File: src/lssr_consts.svh
// Purpose: register offsets, field positions, reset values and timing
//          counts for the line sense status registers
// Assumes: 8-bit register offsets, 8-bit register data
// Notes:   included by its bare name
`ifndef LSSR_CONSTS_SVH
`define LSSR_CONSTS_SVH

`define LSSR_ADDR_W 8
`define LSSR_DATA_W 8

`define LSSR_OFS_FAULT_FLAG 8'h03
`define LSSR_OFS_INT_ENABLE 8'h05
`define LSSR_OFS_DET_ENABLE 8'h12
`define LSSR_OFS_UV_ENABLE 8'h15
`define LSSR_OFS_RING 8'h1a
`define LSSR_OFS_LINE_V 8'h1b
`define LSSR_OFS_LOOP_I 8'h1c
`define LSSR_OFS_UV_STATE 8'h1e

`define LSSR_BIT_FAULT_FLAG 2
`define LSSR_BIT_INT_ENABLE 2
`define LSSR_BIT_DET_ENABLE 1
`define LSSR_BIT_UV_ENABLE 2
`define LSSR_BIT_UV_STATE 6

`define LSSR_RST_INT_ENABLE 1'b0
`define LSSR_RST_DET_ENABLE 1'b0
`define LSSR_RST_UV_ENABLE 1'b0
`define LSSR_RST_FAULT_FLAG 1'b0

// wide bandwidth is held this long after an under-voltage clears
`define LSSR_UV_HOLD_CYCLES 16

`endif

File: src/lssr_pkg.sv
// Purpose: types shared by the line sense status register files
// Assumes: nothing
// Notes:   constants live in lssr_consts.svh
package lssr_pkg;

    typedef enum logic [2:0] {
        LSSR_BW_NORMAL = 3'b001,
        LSSR_BW_WIDE = 3'b010,
        LSSR_BW_HOLD = 3'b100
    } lssr_bw_state_type;

    typedef enum logic [1:0] {
        LSSR_ADC_RING = 2'h0,
        LSSR_ADC_LINE_V = 2'h1,
        LSSR_ADC_LOOP_I = 2'h2
    } lssr_adc_chan_type;

endpackage : lssr_pkg

File: src/lssr_sync.sv
// Purpose: two-flop synchroniser for asynchronous detector levels
// Assumes: inputs are slow levels, not pulses
// Notes:   first stage is read only by the second stage
module lssr_sync #(
    parameter int WIDTH = 3
) (
    input wire logic mclk,
    input wire logic rst_n,
    input wire logic [WIDTH-1:0] async_in,
    output logic [WIDTH-1:0] sync_out
);

    genvar i;
    generate
        for (i = 0; i < WIDTH; i++) begin : g_bit
            logic meta_q;
            logic meta_d;
            logic stable_q;
            logic stable_d;
            always_comb begin
                meta_d = async_in[i];
                stable_d = meta_q;
            end
            always_ff @(posedge mclk or negedge rst_n) begin
                if (!rst_n) begin
                    meta_q <= 1'b0;
                    stable_q <= 1'b0;
                end else begin
                    meta_q <= meta_d;
                    stable_q <= stable_d;
                end
            end
            assign sync_out[i] = stable_q;
        end
    endgenerate

endmodule : lssr_sync

File: src/lssr_adc_capture.sv
// Purpose: capture auxiliary A/D results into the three readout fields
// Assumes: adc_valid, adc_chan and adc_data come from logic on mclk
// Notes:   fields keep their last sample until a new one arrives
`include "lssr_consts.svh"

module lssr_adc_capture (
    input wire logic mclk,
    input wire logic rst_n,
    input wire logic adc_valid,
    input wire logic [1:0] adc_chan,
    input wire logic [7:0] adc_data,
    output logic [7:0] ring_q,
    output logic [6:0] line_v_q,
    output logic [6:0] loop_i_q
);

    logic [7:0] ring_d;
    logic [6:0] line_v_d;
    logic [6:0] loop_i_d;

    always_comb begin
        ring_d = ring_q;
        line_v_d = line_v_q;
        loop_i_d = loop_i_q;
        if (adc_valid) begin
            unique case (adc_chan)
                lssr_pkg::LSSR_ADC_RING: begin
                    ring_d = adc_data;
                end
                lssr_pkg::LSSR_ADC_LINE_V: begin
                    line_v_d = adc_data[7:1];
                end
                lssr_pkg::LSSR_ADC_LOOP_I: begin
                    loop_i_d = adc_data[6:0];
                end
                default: begin
                    ring_d = ring_q;
                end
            endcase
        end
    end

    always_ff @(posedge mclk or negedge rst_n) begin
        if (!rst_n) begin
            ring_q <= 8'h00;
            line_v_q <= 7'h00;
            loop_i_q <= 7'h00;
        end else begin
            ring_q <= ring_d;
            line_v_q <= line_v_d;
            loop_i_q <= loop_i_d;
        end
    end

endmodule : lssr_adc_capture

File: src/lssr_top.sv
// Purpose: line sensing status and fault register logic
// Assumes: single-cycle register strobes on mclk; detector pins async
// Notes:   read data answers one cycle after the read strobe
`include "lssr_consts.svh"

module lssr_top #(
    parameter int UV_HOLD_CYCLES = `LSSR_UV_HOLD_CYCLES
) (
    input wire logic mclk,
    input wire logic rst_n,
    input wire logic reg_wr,
    input wire logic reg_rd,
    input wire logic [7:0] reg_addr,
    input wire logic [7:0] reg_wdata,
    output logic [7:0] reg_rdata,
    output logic reg_rvalid,
    input wire logic adc_valid,
    input wire logic [1:0] adc_chan,
    input wire logic [7:0] adc_data,
    input wire logic undervolt_condition,
    input wire logic overvolt_condition,
    input wire logic overcurrent_condition,
    input wire logic nominal_bandwidth_cfg,
    output logic nominal_bandwidth_select,
    output logic fault_irq
);

    localparam int HOLD_W = $clog2(UV_HOLD_CYCLES + 1);
    localparam logic [HOLD_W-1:0] HOLD_LOAD =
        HOLD_W'(UV_HOLD_CYCLES);

    // synchronised detector levels
    logic [2:0] cond_raw;
    logic [2:0] cond_sync;
    logic uv_sync;
    logic ov_sync;
    logic oc_sync;

    // A/D readout fields
    logic [7:0] ring_voltage_sample;
    logic [6:0] line_voltage_level;
    logic [6:0] loop_current_level;

    // software controls
    logic fault_interrupt_enable_q;
    logic fault_interrupt_enable_d;
    logic line_detectors_enable_q;
    logic line_detectors_enable_d;
    logic undervolt_detector_enable_q;
    logic undervolt_detector_enable_d;

    // fault flag and interrupt
    logic fault_event_flag_q;
    logic fault_event_flag_d;
    logic fault_irq_q;
    logic fault_irq_d;
    logic uv_active;
    logic ov_active;
    logic oc_active;
    logic fault_any;
    logic rd_fault;

    // status and read port
    logic undervolt_state_q;
    logic undervolt_state_d;
    logic [7:0] rdata_q;
    logic [7:0] rdata_d;
    logic rvalid_q;
    logic rvalid_d;

    // bandwidth override
    lssr_pkg::lssr_bw_state_type bw_state_q;
    lssr_pkg::lssr_bw_state_type bw_state_d;
    logic [HOLD_W-1:0] hold_cnt_q;
    logic [HOLD_W-1:0] hold_cnt_d;
    logic bw_select_q;
    logic bw_select_d;

    assign cond_raw = {overcurrent_condition, overvolt_condition,
                       undervolt_condition};

    lssr_sync #(
        .WIDTH(3)
    ) u_sync (
        .mclk(mclk),
        .rst_n(rst_n),
        .async_in(cond_raw),
        .sync_out(cond_sync)
    );

    assign uv_sync = cond_sync[0];
    assign ov_sync = cond_sync[1];
    assign oc_sync = cond_sync[2];

    lssr_adc_capture u_adc (
        .mclk(mclk),
        .rst_n(rst_n),
        .adc_valid(adc_valid),
        .adc_chan(adc_chan),
        .adc_data(adc_data),
        .ring_q(ring_voltage_sample),
        .line_v_q(line_voltage_level),
        .loop_i_q(loop_current_level)
    );

    // ------------------------------------------------------------
    // detector gating
    // ------------------------------------------------------------
    always_comb begin
        uv_active = line_detectors_enable_q &
                    undervolt_detector_enable_q & uv_sync;
        ov_active = line_detectors_enable_q & ov_sync;
        oc_active = line_detectors_enable_q & oc_sync;
        fault_any = uv_active | ov_active | oc_active;
    end

    // ------------------------------------------------------------
    // control register writes
    // ------------------------------------------------------------
    always_comb begin
        fault_interrupt_enable_d = fault_interrupt_enable_q;
        line_detectors_enable_d = line_detectors_enable_q;
        undervolt_detector_enable_d = undervolt_detector_enable_q;
        if (reg_wr) begin
            unique case (reg_addr)
                `LSSR_OFS_INT_ENABLE: begin
                    fault_interrupt_enable_d =
                        reg_wdata[`LSSR_BIT_INT_ENABLE];
                end
                `LSSR_OFS_DET_ENABLE: begin
                    line_detectors_enable_d =
                        reg_wdata[`LSSR_BIT_DET_ENABLE];
                end
                `LSSR_OFS_UV_ENABLE: begin
                    undervolt_detector_enable_d =
                        reg_wdata[`LSSR_BIT_UV_ENABLE];
                end
                default: begin
                    // unmapped or read-only offsets ignore writes
                    fault_interrupt_enable_d = fault_interrupt_enable_q;
                end
            endcase
        end
    end

    always_ff @(posedge mclk or negedge rst_n) begin
        if (!rst_n) begin
            fault_interrupt_enable_q <= `LSSR_RST_INT_ENABLE;
            line_detectors_enable_q <= `LSSR_RST_DET_ENABLE;
            undervolt_detector_enable_q <= `LSSR_RST_UV_ENABLE;
        end else begin
            fault_interrupt_enable_q <= fault_interrupt_enable_d;
            line_detectors_enable_q <= line_detectors_enable_d;
            undervolt_detector_enable_q <= undervolt_detector_enable_d;
        end
    end

    // ------------------------------------------------------------
    // fault flag, clear on read, interrupt
    // ------------------------------------------------------------
    always_comb begin
        rd_fault = reg_rd && (reg_addr == `LSSR_OFS_FAULT_FLAG);
        fault_event_flag_d = fault_event_flag_q;
        if (rd_fault) begin
            fault_event_flag_d = 1'b0;
        end
        // a fault in the clearing cycle survives the read
        if (fault_any) begin
            fault_event_flag_d = 1'b1;
        end
        fault_irq_d = fault_event_flag_d &
                      fault_interrupt_enable_d;
    end

    always_ff @(posedge mclk or negedge rst_n) begin
        if (!rst_n) begin
            fault_event_flag_q <= `LSSR_RST_FAULT_FLAG;
            fault_irq_q <= 1'b0;
        end else begin
            fault_event_flag_q <= fault_event_flag_d;
            fault_irq_q <= fault_irq_d;
        end
    end

    // ------------------------------------------------------------
    // under-voltage bandwidth override
    // ------------------------------------------------------------
    // wide bandwidth while the condition lasts and a short hold after,
    // so the loop does not snap back while the supply is still settling
    always_comb begin
        bw_state_d = bw_state_q;
        hold_cnt_d = hold_cnt_q;
        unique case (bw_state_q)
            lssr_pkg::LSSR_BW_NORMAL: begin
                if (uv_active) begin
                    bw_state_d = lssr_pkg::LSSR_BW_WIDE;
                end
            end
            lssr_pkg::LSSR_BW_WIDE: begin
                if (!uv_active) begin
                    bw_state_d = lssr_pkg::LSSR_BW_HOLD;
                    hold_cnt_d = HOLD_LOAD;
                end
            end
            lssr_pkg::LSSR_BW_HOLD: begin
                if (uv_active) begin
                    bw_state_d = lssr_pkg::LSSR_BW_WIDE;
                end else if (hold_cnt_q <= HOLD_W'(1)) begin
                    bw_state_d = lssr_pkg::LSSR_BW_NORMAL;
                    hold_cnt_d = '0;
                end else begin
                    hold_cnt_d = hold_cnt_q - HOLD_W'(1);
                end
            end
            default: begin
                bw_state_d = lssr_pkg::LSSR_BW_NORMAL;
                hold_cnt_d = '0;
            end
        endcase
        // 1 selects wide bandwidth
        if (bw_state_d == lssr_pkg::LSSR_BW_NORMAL) begin
            bw_select_d = nominal_bandwidth_cfg;
        end else begin
            bw_select_d = 1'b1;
        end
    end

    always_ff @(posedge mclk or negedge rst_n) begin
        if (!rst_n) begin
            bw_state_q <= lssr_pkg::LSSR_BW_NORMAL;
            hold_cnt_q <= '0;
            bw_select_q <= 1'b0;
        end else begin
            bw_state_q <= bw_state_d;
            hold_cnt_q <= hold_cnt_d;
            bw_select_q <= bw_select_d;
        end
    end

    // ------------------------------------------------------------
    // register reads
    // ------------------------------------------------------------
    always_comb begin
        undervolt_state_d = uv_active;
        rvalid_d = reg_rd;
        rdata_d = 8'h00;
        if (reg_rd) begin
            unique case (reg_addr)
                `LSSR_OFS_FAULT_FLAG: begin
                    rdata_d[`LSSR_BIT_FAULT_FLAG] =
                        fault_event_flag_q;
                end
                `LSSR_OFS_INT_ENABLE: begin
                    rdata_d[`LSSR_BIT_INT_ENABLE] =
                        fault_interrupt_enable_q;
                end
                `LSSR_OFS_RING: begin
                    rdata_d = ring_voltage_sample;
                end
                `LSSR_OFS_LINE_V: begin
                    // bit 0 reads zero; scaled by software
                    rdata_d = {line_voltage_level, 1'b0};
                end
                `LSSR_OFS_LOOP_I: begin
                    rdata_d = {loop_current_level, 1'b0};
                end
                `LSSR_OFS_UV_STATE: begin
                    rdata_d[`LSSR_BIT_UV_STATE] =
                        undervolt_state_q;
                end
                default: begin
                    // write-only and unmapped offsets read zero
                    rdata_d = 8'h00;
                end
            endcase
        end
    end

    always_ff @(posedge mclk or negedge rst_n) begin
        if (!rst_n) begin
            undervolt_state_q <= 1'b0;
            rdata_q <= 8'h00;
            rvalid_q <= 1'b0;
        end else begin
            undervolt_state_q <= undervolt_state_d;
            rdata_q <= rdata_d;
            rvalid_q <= rvalid_d;
        end
    end

    assign reg_rdata = rdata_q;
    assign reg_rvalid = rvalid_q;
    assign fault_irq = fault_irq_q;
    assign nominal_bandwidth_select = bw_select_q;

endmodule : lssr_top

File: config.mk
export PLATFORM = sky130hd
export DESIGN_NAME = lssr_top
export DESIGN_NICKNAME = d
export VERILOG_FILES = /design/src/lssr_pkg.sv /design/src/lssr_sync.sv /design/src/lssr_adc_capture.sv /design/src/lssr_top.sv
export VERILOG_INCLUDE_DIRS = /design/src
export SDC_FILE = /design/constraint.sdc
export NUM_CORES = 1
export LEC_CHECK = 0
export BUFFER_PORTS_ARGS = -buffer_cell sky130_fd_sc_hd__buf_4
export CORE_ASPECT_RATIO = 1.5
export CORE_MARGIN = 2
export CORE_UTILIZATION = 45
export DETAILED_ROUTE_END_ITERATION = 10
export HOLD_SLACK_MARGIN = 0.03
export PLACE_DENSITY = 0.65
export SKIP_LAST_GASP = 1
export SYNTH_ARGS = -nofsm -noshare
export SYNTH_HDL_FRONTEND = slang
export SYNTH_SLANG_ARGS = --single-unit
File: constraint.sdc
create_clock -name mclk -period 2.8 [get_ports mclk]
set_clock_uncertainty 0.15 [all_clocks]
set_input_delay 0.56 -clock mclk [delete_from_list [all_inputs] [get_ports mclk]]
set_output_delay 0.56 -clock mclk [all_outputs]
set_load 0.03 [all_outputs]
==> impl_metrics.yaml <==
synthesis:
  synth_area_leader_cell: "dfrtp_1"
  synth_edf_count: 0
  synthArstFlopShare: 1.00
  ys.flop_type: "dfrtp_1"
  yosys_warnings: 0
  syn_area_mm2: 0.00225
  yosys-top-cells-area: "dfrtp_1 (57%), mux2_2 (15%), a22oi_1 (2.3%)"
  syn_nets: 211
  synth.avg_cell_area_um2: 12.9
  syn_inst: 174
  ys_seq_elements: 52
  synth_cell_types: 44
  ys_seq_area_frac: 0.579
  synth_top_area_share: 0.567
critical_path:
  r2r-end: "hold_cnt_q[4]"
  worstSetupPathType: "primary input to flip-flop"
  rrSetupSlack_ps: 740
  critPathLaunchType: "primary input"
  end_kind: "flip-flop"
  r2r-start: "hold_cnt_q[0]"
  arrival_ps: 2210
  critPathMaxFanout: 3
  reg2regPathDepth: 5
  cp.required_ps: 2850
drt:
  route.met3.wl_um: 207
  drtIter0Drc: 90
  wl_per_cell_um: 15.2
  vias: 1555
  vias_per_cell: 5.46
  drc: 0
  antenna_left: 0
  top_layer_used: "met4"
  totalWireLength_mm: 4.34
  drt-met1-wl_mm: 1.63
  wl_met2_mm: 2.41
  dr.pass1.iters: 4
sta:
  finalSetupTns_ps: 0
  period_needed_ps: 2160
  maxSlewViolCount: 0
  worst_pin_slew_ps: 744
  fin_crit_sh: 0.772
  setup_violations: 0
  hold_violations: 0
  rsz0062_at_grt: "false"
  maxSlewHeadroom: 0.491
  fmax_ghz: 0.463
global_route:
  globalRoute.totalOverflow: 0
  grt_max_degree: 53
  grt_pass1_wl_mm: 7.25
  grt_antenna_before_repair: 0
  grt_pass1_vias: 1611
  grtUsageTotal: 0.176
pwr:
  p_leak_nw: 1.25
  ir_drop_mv: 0.344
  power_density_mw_per_mm2: 567
  power_mw: 1.54
clock_tree:
  cts_root_buf: "clkbuf_8"
  cts-resized-gates: 0
  clock-sinks: 52
  clock_path_buffers: 2
  cts_max_level: 2
  cts_tree: "yes"
  clk_latency_ps: 300
  post_cts_buffers: 0
  clk_pin_slew_ps: 100
  cts_buffers: 5
  cts_hold_buf: 0
die:
  coreArea_mm2: 0.00481
  fp.dieArea_mm2: 0.00559
  num_rows: 31
  die_h_um: 90.6
  io_pins: 46
  die_w_um: 61.7
  initial_core_util: 0.468
finish:
  nNetsFinal: 255
  diodes: 0
  syn_to_final_growth_pct: 21.1
  drive_above_1_share: 0.384
outcome:
  outcome: "completed"
placed_design:
  gp_congestion: 0.830
  hpwl_mm: 3.21
  portBuffers: 39
worst_hold_path:
  hp-class: "primary input to asynchronous set/reset pin"
flow_run:
  cap_viol_max_count: 0
[final cells by class]
type                    instances  area (µm²)
repair buffers                 40         300
clock inverters                 3        42.5
clock buffers                   5        68.8
multi-input cells             112         902
flip-flops and latches         52        1300
inverters                       7        26.3
well taps                      66        82.6
fillers                       421        2080
[where the power goes]
group / leakage, nW / internal, mW / switching, mW / total, mW
combinational: 0.537 / 0.106 / 0.0733 / 0.179
clock: 0.0541 / 0.265 / 0.241 / 0.505
sequential: 0.654 / 0.825 / 0.0354 / 0.860
[metrics by stage]
step | hold slack, ps | setup slack, ps | area, µm² | std cells | utilization
after floorplan | 114 | 516 | 2250 | 174 | -
after global placement | 186 | 367 | 2610 | 277 | 0.543
after detailed placement | 191 | 292 | 2610 | 277 | 0.543
after CTS | 147 | 627 | 2730 | 285 | 0.567
after global routing | 165 | 573 | 2730 | 285 | 0.567
final | 119 | 639 | 2730 | 285 | 0.567
[cell usage after synthesis, types with 3 or more instances]
master / count
a22o_1: 3
a22oi_1: 7
and3_1: 3
dfrtp_1: 51
inv_1: 7
mux2_2: 30
nand2_1: 5
nand3_1: 5
nand4_1: 3
nor2_1: 8
nor2b_1: 3
nor3_1: 3
o21ai_0: 5
o31ai_1: 3
[worst max path at each step]
stage	cells after the start	from	slack [ps]	to
2_1_floorplan	4	reg_addr[5]	520	line_detectors_enable_q
3_3_place_gp	5	reg_addr[5]	370	line_detectors_enable_q
3_5_place_dp	5	reg_addr[5]	290	line_detectors_enable_q
4_1_cts	5	reg_addr[5]	630	line_detectors_enable_q
5_1_grt	5	hold_cnt_q[0]	570	hold_cnt_q[4]
6_report	5	reg_addr[5]	640	line_detectors_enable_q
[routing by layer]
metal  up-vias  global-route usage
li1        736                   -
met1       776               0.189
met2        37               0.302
met3         6              0.0501
met4         0              0.0780
met5         -                   0
[sequential cells by signal, indices dropped and copies added, names as in the netlist]
signal	cells
fault_interrupt_enable_q	1
reg_rvalid	1
u_sync.g_bit.stable_q	3
u_sync.g_bit.meta_q	3
undervolt_state_q	1
bw_state_q	3
nominal_bandwidth_select	1
line_detectors_enable_q	1
undervolt_detector_enable_q	1
hold_cnt_q	5
u_adc.line_v_q	7
u_adc.ring_q	8
u_adc.loop_i_q	7
reg_rdata	8
fault_irq	1
fault_event_flag_q	1
[worst max-delay path: stages]
cell     delay (ps)
buf_4           110
or4b_1          530
or3b_4          430
nor3b_2         210
mux2_2          360
[kinds of logic (layout without fill, tap and decap cells)]
kind of cell,Yosys count,count (layout),synth area share
AOI/OAI and AO/OA,30,30,0.0968
xor gates and xnor gates,1,1,0.00389
adders and majority gates,2,2,0.0111
buffers and inverters,10,55,0.0200
DFF,52,52,0.579
muxes,31,31,0.155
and+or+nand+nor,48,48,0.135
[cells in the final DEF, fill, tap and decap left out, types with 2 or more instances in the layout]
cell type,netlist,layout
a21o_1,2,2
nor2_1,8,8
o21ai_0,5,5
nand2b_1,2,2
nor2b_1,3,3
nor3_1,3,3
nand4_1,3,3
a21oi_1,2,2
a2111oi_0,2,2
buf_4,0,40
and3_1,3,3
ha_1,2,2
dfrtp_1,51,51
o31ai_1,3,3
clkbuf_8,0,5
a22oi_1,7,7
nand2_1,5,5
nand3_1,5,5
inv_1,7,7
a22o_1,3,3
mux2_2,30,30
nand3b_1,2,2
nor3b_2,2,2
Note: power is estimated with default switching activity, not from simulation.
